## src/core/rfcfg_pkg.sv

```systemverilog
package rfcfg_pkg;

  // ===========================================================================
  // Register offsets
  localparam logic [5:0] RFCFG_ADDR_RSVD_A = 6'h23;
  localparam logic [5:0] RFCFG_ADDR_MOD_WIDTH = 6'h24;
  localparam logic [5:0] RFCFG_ADDR_RSVD_B = 6'h25;
  localparam logic [5:0] RFCFG_ADDR_RX_GAIN = 6'h26;
  localparam logic [5:0] RFCFG_ADDR_NDRV = 6'h27;
  localparam logic [5:0] RFCFG_ADDR_PDRV_CW = 6'h28;

  // ===========================================================================
  // Reset values
  localparam logic [7:0] RFCFG_RST_RSVD_A = 8'h88;
  localparam logic [7:0] RFCFG_RST_MOD_WIDTH = 8'h26;
  localparam logic [7:0] RFCFG_RST_RSVD_B = 8'h87;
  localparam logic [7:0] RFCFG_RST_RX_GAIN = 8'h48;
  localparam logic [7:0] RFCFG_RST_NDRV = 8'h88;
  localparam logic [7:0] RFCFG_RST_PDRV_CW = 8'h20;
  localparam logic [7:0] RFCFG_UNMAPPED_DATA = 8'h00;

  // ===========================================================================
  // Field positions
  localparam int RFCFG_GAIN_LSB = 4;
  localparam int RFCFG_GAIN_MSB = 6;
  localparam int RFCFG_NDRV_CW_LSB = 4;
  localparam int RFCFG_NDRV_CW_MSB = 7;
  localparam int RFCFG_NDRV_MOD_LSB = 0;
  localparam int RFCFG_NDRV_MOD_MSB = 3;
  localparam int RFCFG_PDRV_LSB = 0;
  localparam int RFCFG_PDRV_MSB = 5;

  // ===========================================================================
  // Receiver gain in dB
  localparam logic [5:0] RFCFG_GAIN_18DB = 6'h12;
  localparam logic [5:0] RFCFG_GAIN_23DB = 6'h17;
  localparam logic [5:0] RFCFG_GAIN_33DB = 6'h21;
  localparam logic [5:0] RFCFG_GAIN_38DB = 6'h26;
  localparam logic [5:0] RFCFG_GAIN_43DB = 6'h2B;
  localparam logic [5:0] RFCFG_GAIN_48DB = 6'h30;

  // ===========================================================================
  // Host register access, one request per cycle
  typedef struct packed {
    logic wr;
    logic rd;
    logic [5:0] addr;
    logic [7:0] wdata;
  } rfcfg_req_type;

  // Settings handed to the analogue drivers
  typedef struct packed {
    logic [3:0] ndrv;
    logic [5:0] pdrv;
  } rfcfg_drive_type;

endpackage

```

## src/core/rfcfg_regs.sv

```systemverilog
`timescale 1ns/1ps
// How it works
// - Modulation width register at 24h, reset 26h; pulse lasts value plus one carrier periods.
// - Receiver config at 26h, reset 48h; gain in bits 6:4, rest reserved.
// - Gain codes 000/010 18 dB, 001/011 23 dB, 100..111 33/38/43/48 dB.
// - Location 23h is reserved, reset 88h, no function.
// - Location 25h is reserved, reset 87h, no function.
// - N-driver register at 27h, reset 88h; carrier in 7:4, modulation in 3:0.
// - N-driver settings reach the drivers only while an antenna output is on.
// - Soft power-down forces the p-driver top bit high, and the n-driver top bit only while an antenna output is on.
// - Conductance fields are binary weighted, each bit double the one below.
// - P-driver carrier register at 28h, reset 20h; 6-bit field in 5:0.
// - During modulation the n-driver uses its modulation field, not the carrier field.
module rfcfg_regs (
  input wire logic clk_i,
  input wire logic rst_i,
  input wire rfcfg_pkg::rfcfg_req_type req_i,
  input wire logic soft_pd_i,
  input wire logic antenna_out_one_on_i,
  input wire logic antenna_out_two_on_i,
  input wire logic carrier_tick_i,
  input wire logic mod_start_i,
  output logic [7:0] rdata_o,
  output logic rvalid_o,
  output logic [5:0] gain_db_o,
  output logic [2:0] receiver_gain_code_o,
  output logic mod_pulse_o,
  output rfcfg_pkg::rfcfg_drive_type drive_o
);
  import rfcfg_pkg::*;

  // ===========================================================================
  // Stored fields
  logic [7:0] pulse_width_value_reg;
  logic [2:0] receiver_gain_code_reg;
  logic [3:0] ndriver_carrier_strength_reg;
  logic [3:0] ndriver_modulation_strength_reg;
  logic [5:0] pdriver_carrier_strength_reg;
  logic [7:0] rdata_next;
  logic [5:0] gain_db_next;
  logic [3:0] ndrv_next;
  logic [5:0] pdrv_next;
  logic [7:0] pulse_cnt_reg;
  logic drivers_on;

  // ===========================================================================
  // Host writes; reserved bits and locations hold no storage at all
  always_ff @(posedge clk_i) begin
    if (rst_i) begin
      pulse_width_value_reg <= RFCFG_RST_MOD_WIDTH;
      receiver_gain_code_reg <= RFCFG_RST_RX_GAIN[RFCFG_GAIN_MSB:RFCFG_GAIN_LSB];
      ndriver_carrier_strength_reg <= RFCFG_RST_NDRV[RFCFG_NDRV_CW_MSB:RFCFG_NDRV_CW_LSB];
      ndriver_modulation_strength_reg <= RFCFG_RST_NDRV[RFCFG_NDRV_MOD_MSB:RFCFG_NDRV_MOD_LSB];
      pdriver_carrier_strength_reg <= RFCFG_RST_PDRV_CW[RFCFG_PDRV_MSB:RFCFG_PDRV_LSB];
    end else if (req_i.wr) begin
      unique case (req_i.addr)
        RFCFG_ADDR_MOD_WIDTH: pulse_width_value_reg <= req_i.wdata;
        RFCFG_ADDR_RX_GAIN: begin
          receiver_gain_code_reg <= req_i.wdata[RFCFG_GAIN_MSB:RFCFG_GAIN_LSB];
        end
        RFCFG_ADDR_NDRV: begin
          ndriver_carrier_strength_reg <= req_i.wdata[RFCFG_NDRV_CW_MSB:RFCFG_NDRV_CW_LSB];
          ndriver_modulation_strength_reg <= req_i.wdata[RFCFG_NDRV_MOD_MSB:RFCFG_NDRV_MOD_LSB];
        end
        RFCFG_ADDR_PDRV_CW: begin
          pdriver_carrier_strength_reg <= req_i.wdata[RFCFG_PDRV_MSB:RFCFG_PDRV_LSB];
        end
        default: begin
          // Reserved and unmapped locations swallow the write
        end
      endcase
    end
  end

  // ===========================================================================
  // Read mux
  always_comb begin
    rdata_next = RFCFG_UNMAPPED_DATA;
    unique case (req_i.addr)
      RFCFG_ADDR_RSVD_A: rdata_next = RFCFG_RST_RSVD_A;
      RFCFG_ADDR_MOD_WIDTH: rdata_next = pulse_width_value_reg;
      RFCFG_ADDR_RSVD_B: rdata_next = RFCFG_RST_RSVD_B;
      RFCFG_ADDR_RX_GAIN: begin
        rdata_next = RFCFG_RST_RX_GAIN;
        rdata_next[RFCFG_GAIN_MSB:RFCFG_GAIN_LSB] = receiver_gain_code_reg;
      end
      RFCFG_ADDR_NDRV: rdata_next = {ndriver_carrier_strength_reg, ndriver_modulation_strength_reg};
      RFCFG_ADDR_PDRV_CW: begin
        rdata_next = RFCFG_RST_PDRV_CW;
        rdata_next[RFCFG_PDRV_MSB:RFCFG_PDRV_LSB] = pdriver_carrier_strength_reg;
      end
      default: rdata_next = RFCFG_UNMAPPED_DATA;
    endcase
  end

  always_ff @(posedge clk_i) begin
    if (rst_i) begin
      rdata_o <= RFCFG_UNMAPPED_DATA;
      rvalid_o <= 1'b0;
    end else begin
      rvalid_o <= req_i.rd;
      if (req_i.rd) begin
        rdata_o <= rdata_next;
      end
    end
  end

  // ===========================================================================
  // Receiver gain decode
  always_comb begin
    gain_db_next = RFCFG_GAIN_18DB;
    unique case (receiver_gain_code_reg)
      3'h0, 3'h2: gain_db_next = RFCFG_GAIN_18DB;
      3'h1, 3'h3: gain_db_next = RFCFG_GAIN_23DB;
      3'h4: gain_db_next = RFCFG_GAIN_33DB;
      3'h5: gain_db_next = RFCFG_GAIN_38DB;
      3'h6: gain_db_next = RFCFG_GAIN_43DB;
      3'h7: gain_db_next = RFCFG_GAIN_48DB;
    endcase
  end

  always_ff @(posedge clk_i) begin
    if (rst_i) begin
      gain_db_o <= RFCFG_GAIN_33DB;
      receiver_gain_code_o <= RFCFG_RST_RX_GAIN[RFCFG_GAIN_MSB:RFCFG_GAIN_LSB];
    end else begin
      gain_db_o <= gain_db_next;
      receiver_gain_code_o <= receiver_gain_code_reg;
    end
  end

  // ===========================================================================
  // Modulation pulse, counted in carrier ticks
  // A start during a running pulse is ignored so the width is never cut short
  always_ff @(posedge clk_i) begin
    if (rst_i) begin
      mod_pulse_o <= 1'b0;
      pulse_cnt_reg <= 8'h00;
    end else if (!mod_pulse_o) begin
      if (mod_start_i) begin
        mod_pulse_o <= 1'b1;
        pulse_cnt_reg <= pulse_width_value_reg;
      end
    end else if (carrier_tick_i) begin
      if (pulse_cnt_reg == 8'h00) begin
        mod_pulse_o <= 1'b0;
      end else begin
        pulse_cnt_reg <= pulse_cnt_reg - 8'h01;
      end
    end
  end

  // ===========================================================================
  // Driver strengths
  // Codes pass through unscaled: the driver legs are binary weighted,
  // so the code itself is the conductance in units of the lowest leg
  assign drivers_on = antenna_out_one_on_i | antenna_out_two_on_i;

  always_comb begin
    ndrv_next = mod_pulse_o ? ndriver_modulation_strength_reg
                            : ndriver_carrier_strength_reg;
    pdrv_next = pdriver_carrier_strength_reg;
    if (soft_pd_i) begin
      ndrv_next[3] = 1'b1;
      pdrv_next[5] = 1'b1;
    end
    if (!drivers_on) begin
      ndrv_next = 4'h0;
    end
  end

  always_ff @(posedge clk_i) begin
    if (rst_i) begin
      drive_o <= '0;
    end else begin
      drive_o.ndrv <= ndrv_next;
      drive_o.pdrv <= pdrv_next;
    end
  end

  // ===========================================================================
  // Pulse checks
  // Ticks are counted in helper flops; a repetition of up to 256 would choke the tools
  logic [8:0] ticks_seen_reg;
  logic [8:0] width_seen_reg;

  always_ff @(posedge clk_i) begin
    if (rst_i) begin
      ticks_seen_reg <= 9'h000;
      width_seen_reg <= 9'h000;
    end else if (!mod_pulse_o && mod_start_i) begin
      ticks_seen_reg <= 9'h000;
      width_seen_reg <= {1'b0, pulse_width_value_reg} + 9'h001;
    end else if (mod_pulse_o && carrier_tick_i) begin
      ticks_seen_reg <= ticks_seen_reg + 9'h001;
    end
  end

  a_pulse_length: assert property (@(posedge clk_i) disable iff (rst_i)
    $fell(mod_pulse_o) |-> ticks_seen_reg == width_seen_reg)
    else $error("modulation pulse length differs from width plus one");

  a_pulse_start: assert property (@(posedge clk_i) disable iff (rst_i)
    !mod_pulse_o && mod_start_i |=> mod_pulse_o)
    else $error("modulation pulse did not start");

  a_pulse_idle: assert property (@(posedge clk_i) disable iff (rst_i)
    !mod_pulse_o && !mod_start_i |=> !mod_pulse_o)
    else $error("modulation pulse started without a request");

  // ===========================================================================
  // Register port checks

  a_width_write: assert property (@(posedge clk_i) disable iff (rst_i)
    req_i.wr && req_i.addr == RFCFG_ADDR_MOD_WIDTH ##1 req_i.rd && req_i.addr ==
      RFCFG_ADDR_MOD_WIDTH |=> rdata_o == $past(req_i.wdata, 2))
    else $error("modulation width does not read back");

  a_gain_readback: assert property (@(posedge clk_i) disable iff (rst_i)
    req_i.rd && req_i.addr == RFCFG_ADDR_RX_GAIN |=> rdata_o[7] == 1'b0 &&
      rdata_o[3:0] == 4'h8 && rdata_o[6:4] == $past(receiver_gain_code_reg))
    else $error("receiver config reserved bits wrong");

  a_gain_decode: assert property (@(posedge clk_i) disable iff (rst_i)
    $stable(receiver_gain_code_reg) ##1 receiver_gain_code_reg[2:1] == 2'b00 |=>
      gain_db_o == RFCFG_GAIN_18DB + 6'h05 * $past(receiver_gain_code_reg[0]) &&
      gain_db_o >= RFCFG_GAIN_18DB)
    else $error("low gain codes decode wrong");

  a_rsvd_a_read: assert property (@(posedge clk_i) disable iff (rst_i)
    req_i.rd && req_i.addr == RFCFG_ADDR_RSVD_A |=> rvalid_o && rdata_o == 8'h88)
    else $error("reserved 23h reads wrong");

  a_rsvd_b_read: assert property (@(posedge clk_i) disable iff (rst_i)
    req_i.rd && req_i.addr == RFCFG_ADDR_RSVD_B |=> rvalid_o && rdata_o == 8'h87)
    else $error("reserved 25h reads wrong");

  a_gain_high: assert property (@(posedge clk_i) disable iff (rst_i)
    receiver_gain_code_reg[2] |=>
      gain_db_o == RFCFG_GAIN_33DB + 6'h05 * $past(receiver_gain_code_reg[1:0]))
    else $error("high gain codes decode wrong");

  a_gain_code_out: assert property (@(posedge clk_i) disable iff (rst_i)
    req_i.wr && req_i.addr == RFCFG_ADDR_RX_GAIN |=> ##1
      receiver_gain_code_o == $past(req_i.wdata[RFCFG_GAIN_MSB:RFCFG_GAIN_LSB], 2))
    else $error("gain code output does not follow the write");

  a_ndrv_write: assert property (@(posedge clk_i) disable iff (rst_i)
    req_i.wr && req_i.addr == RFCFG_ADDR_NDRV ##1 req_i.rd && req_i.addr ==
      RFCFG_ADDR_NDRV |=> rdata_o == $past(req_i.wdata, 2))
    else $error("n-driver conductance does not read back");

  // Only the low six bits are storage; the top two read as their reset value
  a_pdrv_write: assert property (@(posedge clk_i) disable iff (rst_i)
    req_i.wr && req_i.addr == RFCFG_ADDR_PDRV_CW ##1 req_i.rd && req_i.addr ==
      RFCFG_ADDR_PDRV_CW |=> rdata_o[RFCFG_PDRV_MSB:RFCFG_PDRV_LSB] ==
      $past(req_i.wdata[RFCFG_PDRV_MSB:RFCFG_PDRV_LSB], 2))
    else $error("p-driver conductance does not read back");

  // The answer is a one-cycle pulse; back-to-back reads keep it high
  a_read_answer: assert property (@(posedge clk_i) disable iff (rst_i)
    req_i.rd |=> rvalid_o)
    else $error("read got no answer");

  a_no_stray_valid: assert property (@(posedge clk_i) disable iff (rst_i)
    !req_i.rd |=> !rvalid_o)
    else $error("read answer without a request");

  // ===========================================================================
  // Drive checks

  a_drivers_off: assert property (@(posedge clk_i) disable iff (rst_i)
    !(antenna_out_one_on_i || antenna_out_two_on_i) |=> drive_o.ndrv == 4'h0)
    else $error("n-driver active with both outputs off");

  a_pd_force: assert property (@(posedge clk_i) disable iff (rst_i)
    soft_pd_i |=> drive_o.pdrv[5] &&
      (drive_o.ndrv[3] || !$past(antenna_out_one_on_i || antenna_out_two_on_i)))
    else $error("power-down did not force conductance top bit");

  a_mod_select: assert property (@(posedge clk_i) disable iff (rst_i)
    mod_pulse_o && (antenna_out_one_on_i || antenna_out_two_on_i) && !soft_pd_i |=>
      drive_o.ndrv == $past(ndriver_modulation_strength_reg))
    else $error("modulation conductance not applied");

  a_pdrv_rsvd: assert property (@(posedge clk_i) disable iff (rst_i)
    req_i.rd && req_i.addr == RFCFG_ADDR_PDRV_CW |=> rdata_o[7:6] == 2'b00)
    else $error("p-driver reserved bits not zero");

  a_pdrv_direct: assert property (@(posedge clk_i) disable iff (rst_i)
    !soft_pd_i |=> drive_o.pdrv == $past(pdriver_carrier_strength_reg))
    else $error("p-driver code not applied unscaled");

  a_carrier_select: assert property (@(posedge clk_i) disable iff (rst_i)
    !mod_pulse_o && (antenna_out_one_on_i || antenna_out_two_on_i) && !soft_pd_i |=>
      drive_o.ndrv == $past(ndriver_carrier_strength_reg))
    else $error("carrier conductance not applied");

endmodule // rfcfg_regs

```

## config.mk

```make
export PLATFORM = sky130hd
export DESIGN_NAME = rfcfg_regs
export DESIGN_NICKNAME = d
export VERILOG_FILES = /design/src/core/rfcfg_pkg.sv /design/src/core/rfcfg_regs.sv
export SDC_FILE = /design/constraint.sdc
export NUM_CORES = 1
export LEC_CHECK = 0
export ABC_AREA = 1
export BUFFER_PORTS_ARGS = -buffer_cell sky130_fd_sc_hd__buf_2
export CAP_MARGIN = 20
export CORE_MARGIN = 2
export CORE_UTILIZATION = 54
export CTS_BUF_LIST = sky130_fd_sc_hd__clkbuf_4 sky130_fd_sc_hd__clkbuf_8 sky130_fd_sc_hd__clkbuf_16
export CTS_CLUSTER_SIZE = 8
export DETAILED_ROUTE_END_ITERATION = 8
export PLACE_DENSITY = 0.81
export SLEW_MARGIN = 20
export SYNTH_ARGS = -nofsm -noshare
export SYNTH_HDL_FRONTEND = slang
export SYNTH_SLANG_ARGS = --single-unit
```

## constraint.sdc

```tcl
create_clock -name clk_i -period 1.7 [get_ports clk_i]
set_input_delay 0.17 -clock clk_i [delete_from_list [all_inputs] [get_ports clk_i]]
set_output_delay 0.17 -clock clk_i [all_outputs]
set_load 0.01 [all_outputs]
```

# Yosys cells after proc, flatten, opt, wreduce, memory -nomap -nowiden
# Memories as Yosys holds them, arrays and structs flattened. A register that Yosys moved wholly into a read port is not among the register bits.
# Cells that the tools add are included.
[word_totals]
ff_bits = 56
elab_cells = 44
mem_bits_ro = 48
memories = 1
ram_bits = 0
out_inout_bits = 29
latchBits = 0
[mem_list]
columns = ["name", "depth", "word_bits", "rd", "rd_ports_with_merged_regs", "wr", "line", "rtl"]
rows = [
  ["(name not given)", 8, 6, 1, 1, 0, "rfcfg_regs.sv:112", "unique case (receiver_gain_code_reg)"],
]
[op_classes]
multipliers = 0
addsub = 1
order_cmp = 0
n_div = 0
eq_ne = 8
bitwise = 2
n_reduce_logical = 8
n_shift = 0
n_mux = 12
[ops]
columns = ["cell", "n"]
rows = [
  ["$pmux 8 s6", 1],
  ["$eq 6x6->1 const B", 6],
  ["$mux 8", 4],
  ["$logic_not 8->1", 1],
  ["$reduce_and 2->1", 4],
  ["$sub 8x1->8 const B", 1],
  ["$mux 1", 6],
  ["$mux 4", 1],
  ["$ne 2x2->1 const B", 2],
  ["$reduce_and 3->1", 1],
  ["$reduce_bool 2->1", 1],
  ["$reduce_or 2->1", 1],
  ["$not 1->1", 1],
  ["$or 1x1->1", 1],
]

# Logic depth before layout (Yosys ltp)
[logic_depth]
depth_word = 4
ltp_mapped = 10
ltp_nobuf = 10

# Least setup slack after synthesis
# OpenSTA, ideal clock, no wires.
[synth_timing]
path_kind = "reg-to-reg"
from = "reg mod_pulse_o"
to = "reg pulse_cnt_reg[6]"
path_buffers = 1
t_arrival_ps = 1142
setup_time_ps = 117
path_stages_with_launch = 7
t_required_ps = 1583
path_slack_ps = 440
cell_sequence = "dfxtp_1 > buf_2 > or2_2 > nand3_2 > inv_1 > o21ai_0 > nor2_1"
[synth_between]
elab_chain_cells = 2
elab_cells_between_ends = 5
cone_classes = "eq/ne: 2; mux: 1; reduce/logical: 2"
[synth_rtl]
columns = ["item", "line", "rtl"]
rows = [
  ["from (decl)", "rfcfg_regs.sv:27", "output logic mod_pulse_o,"],
  ["from (signal assigned)", "rfcfg_regs.sv:137", "mod_pulse_o <= 1'b0;"],
  ["from (signal assigned)", "rfcfg_regs.sv:141", "mod_pulse_o <= 1'b1;"],
  ["from (signal assigned)", "rfcfg_regs.sv:146", "mod_pulse_o <= 1'b0;"],
  ["$ne 2x2->1 (no source line) or $reduce_bool 2->1 (tied branches)", "--", ""],
  ["$reduce_and 3->1 (no source line)", "--", ""],
  ["to (signal assigned)", "rfcfg_regs.sv:142", "pulse_cnt_reg <= pulse_width_value_reg;"],
  ["to (signal assigned)", "rfcfg_regs.sv:148", "pulse_cnt_reg <= pulse_cnt_reg - 8'h01;"],
  ["to (decl)", "rfcfg_regs.sv:43", "logic [7:0] pulse_cnt_reg;"],
]
# Parallel ways exist; a longest one is shown, timed or not.
# A chain may end at the register's enable or synchronous reset.

# Worst setup path in the final report
[layout_timing]
from = "reg pulse_cnt_reg[0]"
to = "reg pulse_cnt_reg[1]"
[layout_between]
elab_chain_cells = 4
elab_cells_between_ends = 7
cone_classes = "add/sub: 1; eq/ne: 1; mux: 3; reduce/logical: 2"
[layout_rtl]
columns = ["item", "line", "rtl"]
rows = [
  ["$sub 8x1->8", "rfcfg_regs.sv:148", ""],
  ["$mux 8", "rfcfg_regs.sv:145", "if (pulse_cnt_reg == 8'h00) begin"],
  ["$mux 8", "rfcfg_regs.sv:144", "end else if (carrier_tick_i) begin"],
  ["$mux 8", "rfcfg_regs.sv:139", "end else if (!mod_pulse_o) begin"],
]
# Parallel ways exist; a longest one is shown, timed or not. The select of a mux whose other input is x is not followed.

==> results.yml <==
place:
  placedCellCount: 485
  io_buffers: 51
  detailed_place_hpwl_um: 4731
  gp_congestion: 0.9061
worst_setup_path:
  path_delay_family: "simple AND/OR/NAND/NOR gates"
  crit_required_ns: 1.93
  path_buf_inv: 1
  rr_worst_depth: 8
  crit_fanout: 12
  cp.depth: 8
  slowest_delay_ns: 0.36
  path_cells: "inv_1 -> ha_1 -> nand2_1 -> nor2_1 -> nand2_1 -> nand3_2 -> o21ai_0 -> a21oi_1"
  crit_arrival_ns: 1.78
  setup.worst_path.start_class: "flop"
  crit_path_end_kind: "flop"
  crit_slowest_cell: "dfxtp_1"
  crit_top_cell: "nand2_1"
  crit_type: "reg2reg"
logic_synthesis:
  synth_edf_count: 0
  synth_area_mm2: 0.002709
  synth_top_family_by_area: "simple AND/OR/NAND/NOR gates"
  synth-compound-area-share_pct: 13.76
  ys_seq_area_share_pct: 45.08
  yosys.area_share.simple_pct: 31.22
  yosysWarnings: 0
  syn_nets: 401
  ys_ff_latch: 61
  synth-xor-area-share_pct: 0
  synth_adder_area_share_pct: 1.848
  async_flop_share_pct: 0
  ys_types: 28
  syn-instance-count: 374
  synth.mux.area_fraction_pct: 0
  synth_flop_cell: "dfxtp_1"
  synth_area_per_cell_um2: 7.243
clocking:
  cts.path.max_buffers: 2
  cts_tree: "yes"
  holdBufCountCts: 0
  cts_resized: 0
  cts_post_setup_buffers_inserted: 0
  path_clk_slew_ns: 0.07
  numClockSinks: 61
  worstSkewPairLatency_ns: 0.35
  cts_buffers: 9
  h-tree-depth: 3
  cts_root_buf: "clkbuf_8"
pwr:
  vdd_drop_max_mv: 0.6498
  power.share.clock_pct: 41.0
  combPwrFrac_pct: 13.0
  seqPwrFrac_pct: 45.9
  power_switching_uw: 903.6
  swShare_pct: 27.59
  cellLeakagePower_uw: 0.001571
  p_int_uw: 2372
  power.density_mw_per_mm2: 1013
floorplanning:
  rows: 25
  num_io_pins: 52
  die_area_mm2: 0.005599
  initial_core_util_pct: 56.60
  die_x_um: 74.83
  chipHeight_um: 74.83
  core_region_area_mm2: 0.004786
timing:
  setup_violations: 0
  fin_skew_ns: 0.007523
  maxSlewHeadroom_pct: 75.37
  final-hold-violation-count: 0
  period_needed_ns: 1.553
  period_share_pct: 91.33
  final.setup.tns_ns: 0
  slew_violations: 0
  rsz0062_at_grt: "false"
  worstMarginPinSlew_ns: 0.3681
  fmax_ghz: 0.6441
global_route:
  grt_pass1_wl_um: 10130
  overflow: 0
  grt_start_max_net_pins: 28
  track_usage_pct: 24.35
  grt_pass1_vias: 2282
  antenna_found_initial: 0
routing:
  drtIter0Drc: 200
  drt-total-wl_um: 6330
  drc: 0
  drtAntennaViolNets: 0
  num_vias: 2586
  wl_per_cell_um: 12.63
  viasPerCell: 5.162
  firstDrtPassIters: 4
cells_and_area:
  antennaDiodeCount: 0
  nNetsFinal: 456
  post-route-util_pct: 67.56
  fin_cells: 501
  largest_reg_flops: 10
  final_common_cell: "nand2_1"
  fillers: 403
  regMostFlops: "drive_o"
  drive_above_1_share_pct: 22.12
  syn2layout_area_growth_pct: 19.35
  final_cell_mix: "90 x nand2_1, 61 x dfxtp_1, 51 x buf_2, 38 x nor2_1, 36 x inv_1"
status:
  outcome: "finished clean"
hold_path:
  hold_path.class: "in2reg"
  hold_depth: 3
flow_run:
  cap_violations: 0
## kinds of logic after synthesis
kind of cell | count (synthesis)
compound gates | 72
fa+ha+maj | 4
buf+inv | 54
flops | 61
simple gates | 183
## metrics by stage
stage                     setup WS (ns)  hold slack [ns]  cell area, um2  total power [uW]
final                            0.1474          0.07343            3233              3276
after global routing          0.0002989          0.08651            3233              3411
after CTS                        0.2018          0.06126            3233              3284
after detailed placement         0.2212           0.4227            3023              1956
after global placement           0.3152           0.4118            3023              1944
after floorplan                  0.4405           0.2832            2709              1839
## per-layer routing
metal / GRT usage (%) / routed length [um]
met1: 31.94 / 2941
met2: 38.69 / 2902
met3: 4.953 / 391
met4: 11.11 / 94
met5: 0 / 0
## power by group through the flow
stage	Sequential, uW	Clock [uW]	Combinational [uW]
after detailed placement	1540	0	419
after global routing	1510	1410	487
after global placement	1530	0	410
after floorplan	1530	0	306
final	1500	1340	427
after CTS	1500	1360	421
## synth_stat cells (2+ instances only)
cell type | instances | area, um2
a21oi_1 | 33 | 165.2
buf_1 | 2 | 7.510
buf_2 | 2 | 10.01
clkbuf_1 | 5 | 18.77
clkinv_2 | 2 | 10.01
dfxtp_1 | 61 | 1221
ha_1 | 4 | 50.05
inv_1 | 37 | 138.9
inv_2 | 3 | 11.26
nand2_1 | 90 | 337.8
nand2_2 | 3 | 18.77
nand2_4 | 3 | 33.78
nand3_1 | 33 | 165.2
nor2_1 | 38 | 142.6
nor2_2 | 3 | 18.77
nor2_4 | 6 | 67.56
o211ai_1 | 5 | 37.54
o21ai_0 | 33 | 165.2
or2_2 | 2 | 12.51
## worst paths after layout
path                                    from                         endpoint  slack (ns)
min                                 req_i[7]  ndriver_carrier_strength_reg[3]        0.07
min reg2reg  pdriver_carrier_strength_reg[1]                       drive_o[1]        0.46
max                         pulse_cnt_reg[0]                 pulse_cnt_reg[1]        0.15
max reg2reg                 pulse_cnt_reg[0]                 pulse_cnt_reg[1]        0.15
## worst reg2reg max path: stages, from the launching register on
cell and delay [ns]:
dfxtp_1 0.36, inv_1 0.10, ha_1 0.20, nand2_1 0.06, nor2_1 0.04, nand2_1 0.09, nand3_2 0.21, o21ai_0 0.30
a21oi_1 0.08
## final cells by class
cell class | instances | area [um2] | area share [%]
multi-input cells | 259 | 1269 | 39.24
clock buffers | 11 | 151.4 | 4.683
repair buffers | 55 | 285.3 | 8.824
well taps | 67 | 83.83 | 2.593
inverters | 43 | 163.9 | 5.070
flip-flops and latches | 61 | 1221 | 37.77
clock inverters | 5 | 58.81 | 1.819
Note: power is estimated with default switching activity, not from simulation.
